### config.mk
export PLATFORM = sky130hd
export DESIGN_NAME = iecc_codec
export DESIGN_NICKNAME = d
export VERILOG_FILES = /design/src/hdl/iecc_pkg.sv /design/src/hdl/iecc_codec.sv
export SDC_FILE = /design/constraint.sdc
export NUM_CORES = 2
export LEC_CHECK = 0
export ABC_AREA = 0
export BUFFER_PORTS_ARGS = -buffer_cell sky130_fd_sc_hd__buf_2
export CELL_PAD_IN_SITES_DETAIL_PLACEMENT = 2
export CELL_PAD_IN_SITES_GLOBAL_PLACEMENT = 2
export CORE_ASPECT_RATIO = 0.75
export CORE_UTILIZATION = 40
export DETAILED_ROUTE_END_ITERATION = 8
export PLACE_DENSITY_LB_ADDON = 0.1
export SETUP_SLACK_MARGIN = 0.5
export SLEW_MARGIN = 20
export SYNTH_ARGS = -nofsm -noshare
export SYNTH_HDL_FRONTEND = slang
export SYNTH_SLANG_ARGS = --single-unit
### constraint.sdc
create_clock -name aclk -period 14.8 [get_ports aclk]
set_input_delay 2.96 -clock aclk [delete_from_list [all_inputs] [get_ports aclk]]
set_output_delay 2.96 -clock aclk [all_outputs]
set_load 0.01 [all_outputs]
### src/hdl/iecc_pkg.sv
// constants, types and field arithmetic for the interleaved rs codec
// assumes a single clock domain and an axi4-lite register port
package iecc_pkg;

  // register byte offsets
  localparam logic [3:0] OFS_CTRL = 4'h0;
  localparam logic [3:0] OFS_LEN = 4'h4;
  localparam logic [3:0] OFS_STAT = 4'h8;
  localparam logic [3:0] OFS_SYN = 4'hc;

  // control field positions
  localparam int CTL_ARM = 0;
  localparam int CTL_WRT = 1;
  localparam int CTL_CRC = 2;
  localparam int CTL_DMA = 3;
  localparam int CTL_SSO = 4;
  localparam int CTL_DEG_LO = 8;
  localparam int CTL_ILV_LO = 12;
  localparam logic [31:0] CTRL_RST = 32'h0000_0000;
  localparam logic [11:0] LEN_RST = 12'h000;

  // status field positions
  localparam int STA_PH_LO = 0;
  localparam int STA_ERR = 4;
  localparam int STA_SYN = 5;
  localparam int STA_ILV_LO = 8;
  localparam int STA_CNT_LO = 16;

  localparam logic [1:0] RESP_OKAY = 2'h0;
  localparam logic [1:0] RESP_SLVERR = 2'h2;

  localparam int ILV_MAX = 10;
  localparam logic [11:0] CRC_BYTES = 12'h004;
  localparam logic [7:0] GF_LOW = 8'h2d; // x^8 = x^5+x^3+x^2+1
  localparam logic [1:0] DEG_4 = 2'h0;
  localparam logic [1:0] DEG_8 = 2'h1;
  localparam logic [1:0] DEG_16 = 2'h2;

  // generator coefficients below the leading one, index = power of x
  localparam logic [15:0][7:0] G16 = {8'h5c, 8'ha0, 8'h56, 8'h0b, 8'h44,
    8'h02, 8'h01, 8'ha7, 8'h01, 8'h02, 8'h44, 8'h0b, 8'h56, 8'ha0, 8'h5c,
    8'h01};
  localparam logic [7:0][7:0] G8 = {8'h72, 8'h47, 8'h56, 8'h82, 8'h56,
    8'h47, 8'h72, 8'h01};
  localparam logic [3:0][7:0] G4 = {8'h40, 8'h3d, 8'h40, 8'h01};
  localparam logic [3:0][7:0] GCRC = {8'he8, 8'hc2, 8'h23, 8'hc6};

  typedef enum logic [2:0] {PH_IDLE, PH_DATA, PH_CRC, PH_RED, PH_SCRC,
    PH_SRED} iecc_phase_t;

  // multiply in gf(256) by shift and conditional reduce
  function automatic logic [7:0] gf_mul(input logic [7:0] a,
                                        input logic [7:0] b);
    logic [7:0] p;
    logic [7:0] x;
    p = 8'h00;
    x = a;
    for (int i = 0; i < 8; i++)
    begin
      if (b[i])
        p = p ^ x;
      x = x[7] ? ((x << 1) ^ GF_LOW) : (x << 1);
    end
    return p;
  endfunction : gf_mul

  function automatic logic [4:0] deg_bytes(input logic [1:0] sel);
    case (sel)
      DEG_8: return 5'd8;
      DEG_16: return 5'd16;
      default: return 5'd4;
    endcase
  endfunction : deg_bytes

  // interleave code 0..6 selects 1,2,3,4,5,8,10; code 7 falls back to 1
  function automatic logic [3:0] ilv_count(input logic [2:0] code);
    case (code)
      3'h1: return 4'd2;
      3'h2: return 4'd3;
      3'h3: return 4'd4;
      3'h4: return 4'd5;
      3'h5: return 4'd8;
      3'h6: return 4'd10;
      default: return 4'd1;
    endcase
  endfunction : ilv_count

endpackage : iecc_pkg

### src/hdl/iecc_codec.sv
// interleaved reed-solomon ecc and crc coding core with axi4-lite registers
// assumes byte stream ports on aclk and an asynchronous dma acknowledge pin
//
// Summary of operation
// - syndromes leave by register read or by dma request/acknowledge pins.
// - read mode forms syndromes while received redundancy bytes stream in.
// - degree-16 code makes sixteen redundancy bytes per interleave.
// - crc is 32 bits with one polynomial for every ecc degree.
// - degree-4 and degree-8 codes make four and eight bytes per interleave.
// - interleave factors are 1, 2, 3, 4, 5, 8 and 10 only.
// - redundancy and syndrome count equals degree times interleave factor.
// - crc adds four bytes per block when enabled, none otherwise.
// - bytes rotate over interleaves; crc continues rotation and is ecc-covered.
// - output order is data, then crc bytes, then redundancy bytes.
// - all arithmetic is in gf(256) from x^8+x^5+x^3+x^2+1.
// - code element alpha^i is beta^i raised to the 88th power.
// - degree-16 generator uses the fixed sixteen coefficient set.
// - degree-8 generator uses the fixed eight coefficient set.
// - degree-4 generator uses the fixed four coefficient set.
// - every ecc redundancy byte is inverted before output.
// - all encoder shift registers start at zero each block.
// - crc is a degree-4 rs code, four bytes per sector.
// - crc input is the xor of data bytes across interleaves.
// - crc bytes go out without inversion.
//
// The register addresses and the AXI4-Lite slave port were chosen for this implementation.
module iecc_codec (
  input wire logic aclk,
  input wire logic aresetn,
  input wire logic [3:0] s_axi_awaddr,
  input wire logic s_axi_awvalid,
  output logic s_axi_awready,
  input wire logic [31:0] s_axi_wdata,
  input wire logic [3:0] s_axi_wstrb,
  input wire logic s_axi_wvalid,
  output logic s_axi_wready,
  output logic [1:0] s_axi_bresp,
  output logic s_axi_bvalid,
  input wire logic s_axi_bready,
  input wire logic [3:0] s_axi_araddr,
  input wire logic s_axi_arvalid,
  output logic s_axi_arready,
  output logic [31:0] s_axi_rdata,
  output logic [1:0] s_axi_rresp,
  output logic s_axi_rvalid,
  input wire logic s_axi_rready,
  input wire logic [7:0] in_data,
  input wire logic in_valid,
  output logic in_ready,
  output logic [7:0] out_data,
  output logic out_valid,
  input wire logic out_ready,
  output logic syndrome_dma_request,
  input wire logic syndrome_dma_acknowledge,
  output logic [7:0] syndrome_dma_data
);

  logic awready_ff, wready_ff, bvalid_ff, arready_ff, rvalid_ff;
  logic [1:0] bresp_ff, rresp_ff;
  logic [31:0] rdata_ff, ctrl_ff;
  logic [11:0] len_ff, cnt_ff, limit;
  iecc_pkg::iecc_phase_t phase_ff, nxt_phase;
  logic [3:0] ilv_ff, n_ilv;
  logic [4:0] n_deg;
  logic [7:0] red_total, acc_ff, nxt_acc, ecc_top, syn_byte;
  logic [7:0] ecc_in, crc_in, out_data_ff, dma_data_ff;
  logic [3:0][7:0] crc_ff;
  logic [15:0][7:0] ecc_ff [iecc_pkg::ILV_MAX];
  logic ecc_go, crc_go, in_ready_ff, out_valid_ff, req_ff, err_ff;
  logic ack_s1_ff, ack_s2_ff, ack_s3_ff;
  logic arm, wr, crc_en, dma_en, sso, in_fire, slot_free, emit_w;
  logic syn_ph, pio_pop, dma_pop, pop, ev, ph_last, blk_start, wr_en, rd_en;

  // one shift step of the selected remainder register
  function automatic logic [15:0][7:0] ecc_step(input logic [15:0][7:0] r,
      input logic [7:0] din, input logic [1:0] dsel);
    logic [15:0][7:0] s;
    logic [4:0] d;
    logic [7:0] fb;
    logic [15:0][7:0] g;
    d = iecc_pkg::deg_bytes(dsel);
    fb = din ^ r[d - 5'd1];
    case (dsel)
      iecc_pkg::DEG_16: g = iecc_pkg::G16;
      iecc_pkg::DEG_8: g = {64'h0, iecc_pkg::G8};
      default: g = {96'h0, iecc_pkg::G4};
    endcase
    s = '0;
    s[0] = iecc_pkg::gf_mul(fb, g[0]);
    for (int k = 1; k < 16; k++)
    begin
      if (5'(k) < d)
        s[k] = r[k - 1] ^ iecc_pkg::gf_mul(fb, g[k]);
    end
    return s;
  endfunction : ecc_step

  // configuration decode
  assign arm = ctrl_ff[iecc_pkg::CTL_ARM];
  assign wr = ctrl_ff[iecc_pkg::CTL_WRT];
  assign crc_en = ctrl_ff[iecc_pkg::CTL_CRC];
  assign dma_en = ctrl_ff[iecc_pkg::CTL_DMA];
  assign sso = ctrl_ff[iecc_pkg::CTL_SSO];
  assign n_ilv = iecc_pkg::ilv_count(ctrl_ff[iecc_pkg::CTL_ILV_LO +: 3]);
  assign n_deg = iecc_pkg::deg_bytes(ctrl_ff[iecc_pkg::CTL_DEG_LO +: 2]);
  assign red_total = 8'(n_deg * n_ilv);

  // stream and syndrome handshakes
  assign in_fire = in_valid && in_ready_ff;
  assign slot_free = !out_valid_ff || out_ready;
  assign emit_w = wr && slot_free &&
                  (phase_ff == iecc_pkg::PH_CRC || phase_ff == iecc_pkg::PH_RED);
  assign ecc_top = ecc_ff[ilv_ff][n_deg - 5'd1];
  assign syn_ph = phase_ff == iecc_pkg::PH_SCRC || phase_ff == iecc_pkg::PH_SRED;
  assign syn_byte = (phase_ff == iecc_pkg::PH_SCRC) ? crc_ff[3] : ecc_top;
  assign wr_en = awready_ff;
  assign rd_en = arready_ff;
  assign pio_pop = rd_en && s_axi_araddr == iecc_pkg::OFS_SYN && syn_ph &&
                   !dma_en;
  assign dma_pop = ack_s2_ff && !ack_s3_ff && req_ff && syn_ph;
  assign pop = pio_pop || dma_pop;

  // route each accepted or emitted byte into the ecc and crc registers
  always_comb
  begin
    ecc_go = 1'b0;
    crc_go = 1'b0;
    ecc_in = 8'h00;
    crc_in = 8'h00;
    nxt_acc = acc_ff;
    case (phase_ff)
      iecc_pkg::PH_DATA:
        if (in_fire)
        begin
          ecc_go = 1'b1;
          ecc_in = in_data;
          nxt_acc = (ilv_ff == 4'd0) ? in_data : (acc_ff ^ in_data);
          crc_go = ilv_ff == n_ilv - 4'd1 || cnt_ff == len_ff - 12'd1;
          crc_in = nxt_acc;
        end
      iecc_pkg::PH_CRC:
        if (wr ? emit_w : in_fire)
        begin
          // crc bytes keep the rotation and feed that interleave's ecc
          ecc_go = 1'b1;
          crc_go = 1'b1;
          ecc_in = wr ? crc_ff[3] : in_data;
          crc_in = wr ? crc_ff[3] : in_data;
        end
      iecc_pkg::PH_RED:
        if (wr ? emit_w : in_fire)
        begin
          ecc_go = 1'b1;
          ecc_in = wr ? ecc_top : ~in_data; // undo the inversion on read
        end
      iecc_pkg::PH_SCRC:
        if (pop)
        begin
          crc_go = 1'b1;
          crc_in = crc_ff[3];
        end
      iecc_pkg::PH_SRED:
        if (pop)
        begin
          ecc_go = 1'b1;
          ecc_in = ecc_top;
        end
      default:
        ecc_go = 1'b0;
    endcase
  end

  // phase sequencing: count events against the length of each phase
  assign ev = ecc_go || crc_go;
  always_comb
  begin
    case (phase_ff)
      iecc_pkg::PH_DATA: limit = len_ff;
      iecc_pkg::PH_CRC, iecc_pkg::PH_SCRC: limit = iecc_pkg::CRC_BYTES;
      default: limit = {4'h0, red_total};
    endcase
  end
  assign ph_last = ev && cnt_ff == limit - 12'd1;
  always_comb
  begin
    nxt_phase = phase_ff;
    case (phase_ff)
      iecc_pkg::PH_IDLE:
        if (arm)
          nxt_phase = iecc_pkg::PH_DATA;
      iecc_pkg::PH_DATA:
        if (ph_last)
          nxt_phase = crc_en ? iecc_pkg::PH_CRC : iecc_pkg::PH_RED;
      iecc_pkg::PH_CRC:
        if (ph_last)
          nxt_phase = iecc_pkg::PH_RED;
      iecc_pkg::PH_RED:
        if (ph_last && wr)
          nxt_phase = sso ? iecc_pkg::PH_IDLE : iecc_pkg::PH_DATA;
        else if (ph_last)
          nxt_phase = crc_en ? iecc_pkg::PH_SCRC : iecc_pkg::PH_SRED;
      iecc_pkg::PH_SCRC:
        if (ph_last)
          nxt_phase = iecc_pkg::PH_SRED;
      iecc_pkg::PH_SRED:
        if (ph_last)
          nxt_phase = sso ? iecc_pkg::PH_IDLE : iecc_pkg::PH_DATA;
      default:
        nxt_phase = iecc_pkg::PH_IDLE;
    endcase
    if (!arm)
      nxt_phase = iecc_pkg::PH_IDLE; // clearing arm aborts the block
  end
  assign blk_start = nxt_phase == iecc_pkg::PH_DATA &&
                     (phase_ff != iecc_pkg::PH_DATA || ph_last);

  // phase, byte counter and interleave pointer
  always_ff @(posedge aclk)
  begin
    if (!aresetn)
    begin
      phase_ff <= iecc_pkg::PH_IDLE;
      cnt_ff <= 12'h000;
      ilv_ff <= 4'h0;
      acc_ff <= 8'h00;
    end
    else
    begin
      phase_ff <= nxt_phase;
      acc_ff <= nxt_acc;
      if (nxt_phase != phase_ff || ph_last)
        cnt_ff <= 12'h000;
      else if (ev)
        cnt_ff <= cnt_ff + 12'd1;
      // syndromes are read out from interleave zero; encoding rotates on
      if (blk_start || nxt_phase == iecc_pkg::PH_IDLE ||
          nxt_phase == iecc_pkg::PH_SRED && phase_ff != iecc_pkg::PH_SRED)
        ilv_ff <= 4'h0;
      else if (ecc_go)
        ilv_ff <= (ilv_ff == n_ilv - 4'd1) ? 4'h0 : ilv_ff + 4'd1;
    end
  end

  // remainder registers, cleared at every block start
  always_ff @(posedge aclk)
  begin
    if (!aresetn || blk_start)
    begin
      for (int i = 0; i < iecc_pkg::ILV_MAX; i++)
        ecc_ff[i] <= '0;
      crc_ff <= '0;
    end
    else
    begin
      if (ecc_go)
        ecc_ff[ilv_ff] <= ecc_step(ecc_ff[ilv_ff], ecc_in,
                                   ctrl_ff[iecc_pkg::CTL_DEG_LO +: 2]);
      if (crc_go)
      begin
        // degree-4 division, fixed whatever the ecc degree is
        crc_ff[3] <= crc_ff[2] ^ iecc_pkg::gf_mul(crc_in ^ crc_ff[3],
                                                  iecc_pkg::GCRC[3]);
        crc_ff[2] <= crc_ff[1] ^ iecc_pkg::gf_mul(crc_in ^ crc_ff[3],
                                                  iecc_pkg::GCRC[2]);
        crc_ff[1] <= crc_ff[0] ^ iecc_pkg::gf_mul(crc_in ^ crc_ff[3],
                                                  iecc_pkg::GCRC[1]);
        crc_ff[0] <= iecc_pkg::gf_mul(crc_in ^ crc_ff[3],
                                      iecc_pkg::GCRC[0]);
      end
    end
  end

  // output byte slot; in write mode input is taken only when the slot will be empty
  always_ff @(posedge aclk)
  begin
    if (!aresetn)
    begin
      out_valid_ff <= 1'b0;
      out_data_ff <= 8'h00;
      in_ready_ff <= 1'b0;
    end
    else
    begin
      if (wr && phase_ff == iecc_pkg::PH_DATA && in_fire)
      begin
        out_valid_ff <= 1'b1;
        out_data_ff <= in_data;
      end
      else if (emit_w)
      begin
        out_valid_ff <= 1'b1;
        out_data_ff <= (phase_ff == iecc_pkg::PH_CRC) ? crc_ff[3]
                                                      : ~ecc_top;
      end
      else if (out_ready)
        out_valid_ff <= 1'b0;
      // one accept every other cycle keeps counters ahead of the stream
      in_ready_ff <= arm && !in_fire && (phase_ff == iecc_pkg::PH_DATA ||
                     !wr && (phase_ff == iecc_pkg::PH_CRC ||
                     phase_ff == iecc_pkg::PH_RED)) && (!wr || slot_free);
    end
  end

  // dma handshake; the ack pin is synchronised before any use
  always_ff @(posedge aclk)
  begin
    if (!aresetn)
    begin
      ack_s1_ff <= 1'b0;
      ack_s2_ff <= 1'b0;
      ack_s3_ff <= 1'b0;
      req_ff <= 1'b0;
      dma_data_ff <= 8'h00;
      err_ff <= 1'b0;
    end
    else
    begin
      ack_s1_ff <= syndrome_dma_acknowledge;
      ack_s2_ff <= ack_s1_ff;
      ack_s3_ff <= ack_s2_ff;
      req_ff <= dma_en && syn_ph && !ack_s2_ff && !dma_pop;
      dma_data_ff <= syn_ph ? syn_byte : 8'h00;
      if (pop && syn_byte != 8'h00)
        err_ff <= 1'b1; // any nonzero syndrome marks the block in error
      else if (blk_start)
        err_ff <= 1'b0; // a same-cycle set wins so no error is lost
    end
  end

  // axi4-lite write channel; address and data are taken together
  always_ff @(posedge aclk)
  begin
    if (!aresetn)
    begin
      awready_ff <= 1'b0;
      wready_ff <= 1'b0;
      bvalid_ff <= 1'b0;
      bresp_ff <= iecc_pkg::RESP_OKAY;
      ctrl_ff <= iecc_pkg::CTRL_RST;
      len_ff <= iecc_pkg::LEN_RST;
    end
    else
    begin
      awready_ff <= s_axi_awvalid && s_axi_wvalid && !awready_ff && !bvalid_ff;
      wready_ff <= s_axi_awvalid && s_axi_wvalid && !awready_ff && !bvalid_ff;
      if (ph_last && sso && (wr && phase_ff == iecc_pkg::PH_RED ||
          phase_ff == iecc_pkg::PH_SRED))
        ctrl_ff[iecc_pkg::CTL_ARM] <= 1'b0; // single block then disarm
      if (wr_en)
      begin
        bvalid_ff <= 1'b1;
        bresp_ff <= iecc_pkg::RESP_OKAY;
        case (s_axi_awaddr)
          iecc_pkg::OFS_CTRL:
            for (int b = 0; b < 4; b++)
            begin
              if (s_axi_wstrb[b])
                ctrl_ff[b*8 +: 8] <= s_axi_wdata[b*8 +: 8];
            end
          iecc_pkg::OFS_LEN:
          begin
            if (s_axi_wstrb[0])
              len_ff[7:0] <= s_axi_wdata[7:0];
            if (s_axi_wstrb[1])
              len_ff[11:8] <= s_axi_wdata[11:8];
          end
          iecc_pkg::OFS_STAT, iecc_pkg::OFS_SYN:
            bresp_ff <= iecc_pkg::RESP_OKAY; // read-only, write ignored
          default:
            bresp_ff <= iecc_pkg::RESP_SLVERR;
        endcase
      end
      else if (s_axi_bready)
        bvalid_ff <= 1'b0;
    end
  end

  // axi4-lite read channel; a syndrome read pops one byte unless dma is enabled
  always_ff @(posedge aclk)
  begin
    if (!aresetn)
    begin
      arready_ff <= 1'b0;
      rvalid_ff <= 1'b0;
      rdata_ff <= 32'h0000_0000;
      rresp_ff <= iecc_pkg::RESP_OKAY;
    end
    else
    begin
      arready_ff <= s_axi_arvalid && !arready_ff && !rvalid_ff;
      if (rd_en)
      begin
        rvalid_ff <= 1'b1;
        rresp_ff <= iecc_pkg::RESP_OKAY;
        rdata_ff <= 32'h0000_0000;
        case (s_axi_araddr)
          iecc_pkg::OFS_CTRL: rdata_ff <= ctrl_ff;
          iecc_pkg::OFS_LEN: rdata_ff <= {20'h00000, len_ff};
          iecc_pkg::OFS_STAT:
          begin
            rdata_ff[iecc_pkg::STA_PH_LO +: 3] <= phase_ff;
            rdata_ff[iecc_pkg::STA_ERR] <= err_ff;
            rdata_ff[iecc_pkg::STA_SYN] <= syn_ph;
            rdata_ff[iecc_pkg::STA_ILV_LO +: 4] <= ilv_ff;
            rdata_ff[iecc_pkg::STA_CNT_LO +: 12] <= cnt_ff;
          end
          iecc_pkg::OFS_SYN: rdata_ff <= {23'h000000, pio_pop,
                                          pio_pop ? syn_byte : 8'h00};
          default: rresp_ff <= iecc_pkg::RESP_SLVERR;
        endcase
      end
      else if (s_axi_rready)
        rvalid_ff <= 1'b0;
    end
  end

  assign s_axi_awready = awready_ff;
  assign s_axi_wready = wready_ff;
  assign s_axi_bvalid = bvalid_ff;
  assign s_axi_bresp = bresp_ff;
  assign s_axi_arready = arready_ff;
  assign s_axi_rvalid = rvalid_ff;
  assign s_axi_rdata = rdata_ff;
  assign s_axi_rresp = rresp_ff;
  assign in_ready = in_ready_ff;
  assign out_valid = out_valid_ff;
  assign out_data = out_data_ff;
  assign syndrome_dma_request = req_ff;
  assign syndrome_dma_data = dma_data_ff;
endmodule : iecc_codec

# Word-level counts from Yosys, hierarchy flattened

Memories as Yosys holds them, arrays and structs flattened. A register that Yosys moved wholly into a read port is not among the register bits.
Index checks and enable logic that the tools add are counted.

Memories: 1
Memory bits (writable): 1280
Flip-flop bits (word level): 166
Output and inout bits: 60
Logic and storage cells: 994

$add $sub $neg: 7
Bitwise logic cells: 160
Muxes and demuxes: 667
Multipliers: 1
Equality and inequality tests: 27
Magnitude comparators: 17
Reduce and logical (&&, ||, !) cells: 83

Memory list:

| memory | words | width | read ports | clocked after memory_dff | wr ports | line             | source |
|---|---|---|---|---|---|---|---|
| ecc_ff | 10    | 128   | 1          | 1                        | 10       | iecc_codec.sv:68 | `logic [15:0][7:0] ecc_ff [iecc_pkg::ILV_MAX];` |

Operators with widths:

| cell                                                       | count |
|---|---|
| two-way mux 8 bit                                          | 589 |
| XOR 8 bit                                                  | 143 |
| two-way mux 128 bit                                        | 3 |
| case mux 127 bit (2 select lines)                          | 1 |
| OR reduction 128 bit                                       | 1 |
| two-way mux 6 bit                                          | 14 |
| binary-select mux 8 bit (select 4 bit)                     | 2 |
| NOT 4 bit                                                  | 14 |
| case mux 12 bit (2 select lines)                           | 2 |
| less-than comparator 4 x 5 -> 1 bit (first input constant) | 8 |
| case mux 8 bit (4 select lines)                            | 1 |
| logical AND 1 bit                                          | 31 |
| two-way mux 1 bit                                          | 27 |
| equality test 12 bit                                       | 2 |
| two-way mux 4 bit                                          | 6 |
| case mux 4 bit (6 select lines)                            | 1 |
| case mux 8 bit (3 select lines)                            | 1 |
| subtractor 12 x 1 -> 12 bit (second input constant)        | 2 |
| two-way mux 3 bit                                          | 7 |
| less-than comparator 3 x 5 -> 1 bit (first input constant) | 4 |
| equality test 3 bit (second input constant)                | 6 |
| case mux 3 bit (6 select lines)                            | 1 |
| AND reduction 3 bit                                        | 6 |
| equality test 4 bit (second input constant)                | 4 |
| 37 further kinds                                           | 86 |

# Depth between registers and ports, before layout

Word-level depth: 65
Mapped depth: 29

# Least setup slack after synthesis

No wires, ideal clock.

Path type: register to register
From: register ctrl_ff[8]
To: memory ecc_ff[12][0] in the netlist's numbering, enable pin
Arrival: 13.716 ns
Required time: 14.028 ns
Slack: 0.312 ns
Stages on the path, launching flop included: 26
Setup time: 0.772 ns
Path buffers: 7
Cells stage by stage: dfxtp_1 -> inv_1 -> ha_1 -> buf_4 -> buf_4 -> clkbuf_1 -> buf_1 -> and2_1 -> ha_1 -> ha_1 -> ha_1 -> inv_1 -> fa_1 -> xor2_1 -> and3_1 -> a32o_1 -> o211a_1 -> a2111o_1 -> nand4_1 -> or3b_1 -> or2_1 -> buf_2 -> o311ai_4 -> buf_2 -> buf_2 -> nor3_1

RTL lines:

| item                             | line              | source |
|---|---|---|
| start: declaration               | iecc_codec.sv:60  | `logic [31:0] rdata_ff, ctrl_ff;` |
| start signal: assignment         | iecc_codec.sv:339 | `ctrl_ff <= iecc_pkg::CTRL_RST;` |
| start signal: indexed assignment | iecc_codec.sv:358 | `ctrl_ff[b*8 +: 8] <= s_axi_wdata[b*8 +: 8];` |
| end: declaration                 | iecc_codec.sv:68  |  |

==> metrics <==
count of cell types in the netlist 101; Slowest-stage cell, CP buf_4; Tcrit/Tclk final ~63%; die extent in x 575 um; max_cap viols 0; top-count cell post-synth edfxtp_1; CTS max path bufs 4; Hold Path Class flip-flop to flip-flop; Area growth syn-to-layout 11.5%; Setup Viol. Count Final 0; outcome completed; # resized after CTS 0; starting DRC count in detailed routing between 6000 and 7000; clock transition at the registers of the reported paths ~0.060 ns; DP Worst Slack 5.32 ns; reg-to-reg slack, setup ~5.5 ns; Post-CTS Setup Repair Bufs 0; Synth Register Bits 2216; CTS tree built; CP Class flip-flop to flip-flop; Syn Inst Count roughly 6600; met2 WL 162000 um; die span in y ~430 um; leak pwr around 37 nW; DRC 0; Power Dens Cells 122 nW/um^2; grt ovf 0; total track usage between 20% and 30%; Synth top area share a little over three fifths; port bufs ~120; Tot Pwr about 13 mW; synthesized area between 90000 and 100000 um^2; Setup crit start kind flip-flop; CTS Buf Count around 230; Syn Area/Cell approximately 15 um^2; total negative setup slack 0 ns; post-DR vias/cell 6.00; antenna violations before repair 5; drt wl/cell around 35 um; Worst Path Max Fanout between 40 and 50; ANT nets after route 0; Buf+Inv Stages, Crit Path 6; setup skew after layout roughly 0.064 ns; worst path cell trace ha_4 -> clkinv_1 -> buf_4 -> nor2_1 -> fa_1 -> ha_1 -> ha_1 -> a21o_1 -> a21oi_1 -> xnor3_1 -> o211a_1 -> a2111o_1 -> nand4_1 -> or3b_1 -> or2_1 -> o31ai_4 -> buf_4 -> nor2_4 -> buf_4 -> nand2_4 -> nand2_4 -> buf_4 -> buf_4; CTS hold repair buffers 0; number of synthesized flops with an enable pin between 2000 and 2500; drt first pass iters 6; Final Max Slew Viols 0; most used cell, CP buf_4; met3 WL post-DR 22100 um; routability congestion estimate about 0.82; Slew @ Worst Pin around 1.2 ns; first-pass GRT wire length ~500000 um; Max-slew headroom between 20% and 30%; final hold violations 0; routed wire length 352000 um; Worst EP required approximately 15 ns; unrepaired setup endpoints after global routing false; largest net degree at the start of global routing 103; TritonCTS sink count ~2200; row count 157; Synthesis Warnings 0; via count 60400; CP max stage delay about 0.88 ns; Max Used Layer met4; initial cell density of the core between 40 and 50%; Max Clk Rate between 100 and 150 MHz; Final HPWL DP around 210000 um; Peak supply drop ~0.095 mV; FFs w/ async S/R, synth 0%; num ports around 120; H-tree Lvls 4; Fillers 23200; layout cells sized above 1 between 10% and 20%; Most used DFF post-synth edfxtp_1; CP Capture Type flip-flop; Critical Path AT a little under 10 ns; Top delay family on crit path buffers and inverters; worst path setup slack after routing 5.55 ns; die footprint 248000 um^2; number of global-route vias before repair 63500; Core Region 244000 um^2; Commonest cells post-synth edfxtp_1 (2048), nor2_1 (1386), mux4_2 (558); Seq/Total Area, Yosys approximately two thirds; clock root buffer clkbuf_16; # nets final ~6700; Synth area leader edfxtp_1; min Tclk post-route roughly 9.3 ns; top cells by area, synth edfxtp_1 (63%), mux4_2 (13%), nor2_1 (5.3%), dfxtp_1 (3.4%), xnor2_1 (2.4%); DRT met1 WL between 150000 and 200000 um; Clock Latency Late Sink around 0.93 ns
## cells by family after synthesis
logic type               Yosys count  share of synthesized area [%]
multiplexers                     753                           14.9
other                              1                        0.00381
AND/OR/NAND/NOR                 2135                           9.08
AO/OA/AOI/OAI                    425                           2.88
flip-flops                      2216                           65.9
XOR/XNOR                         434                           4.28
buffers and inverters            572                           2.68
adder cells (fa/ha/maj)           19                          0.257
## worst paths after layout
kind,startpoint,end,cells past startpoint
max,ctrl_ff[9],ecc_ff[0][72],23
min,ack_s1_ff,ack_s2_ff,1
max reg2reg,ctrl_ff[9],ecc_ff[0][72],23
min reg2reg,ack_s1_ff,ack_s2_ff,1
## sequential cells by signal, indices dropped and copies added (netlist names), 3 cells and up, named ones only
register	cells
ilv_ff	4
out_data	8
acc_ff	8
s_axi_rdata	32
len_ff	12
phase_ff	3
syndrome_dma_data	8
crc_ff	32
ctrl_ff	32
cnt_ff	12
ecc_ff	2048
## placed cells by master, fill, tap and decap left out, types with 19 or more instances in the layout
master / netlist / routed
and3_1: 19 / 19
a22oi_1: 41 / 41
xnor2_2: 17 / 20
mux2_2: 26 / 26
clkbuf_16: 0 / 235
buf_4: 46 / 161
clkbuf_1: 195 / 45
nor2_1: 1386 / 1385
nand2_1: 310 / 296
mux2i_1: 162 / 161
inv_1: 107 / 105
clkinv_2: 0 / 51
clkinv_1: 4 / 61
nand2b_1: 37 / 37
nor3_1: 101 / 92
a211oi_1: 25 / 25
xor2_1: 119 / 118
o21ai_0: 62 / 61
buf_2: 162 / 119
nand3_1: 98 / 97
and2_1: 72 / 72
dfxtp_1: 168 / 164
xnor2_1: 275 / 271
edfxtp_1: 2048 / 2048
a21oi_1: 145 / 144
mux4_2: 558 / 558
a221oi_1: 23 / 23
## metrics by stage
step	utilization, %	hold WS, ns	area (um^2)	std cells
2_1_floorplan	-	0.412	98400	6556
3_3_place_gp	42.0	0.421	103000	9647
3_5_place_dp	42.0	0.434	103000	9647
4_1_cts	44.9	0.444	110000	10100
5_1_grt	44.9	0.452	110000	10100
6_report	44.9	0.440	110000	10100
## routing by layer
metal,GRT usage (%),up-vias
li1,-,24600
met1,42.1,33300
met4,6.37,0
met5,0,-
met2,44.3,2100
met3,3.53,435
## cell type report
| cell class | count | area [um^2] | share of cell area, % |
|---|---|---|---|
| Multi-Input combinational cell | 3768 | 31200 | 28.5 |
| Clock buffer | 283 | 6070 | 5.54 |
| Tap cell | 3259 | 4080 | 3.72 |
| Sequential cell | 2216 | 64900 | 59.1 |
| Timing Repair Buffer | 294 | 2090 | 1.91 |
| Inverter | 112 | 429 | 0.391 |
| Antenna cell | 3 | 7.51 | 0.00684 |
| Clock inverter | 129 | 922 | 0.841 |
## report_power, final
part | internal (mW) | leakage, nW | switching [mW]
clock | 3.10 | 3.46 | 2.54
sequential | 6.96 | 22.4 | 0.0570
combinational | 0.206 | 11.0 | 0.482
total | 10.3 | 36.9 | 3.08
Note: power is estimated with default switching activity, not from simulation.
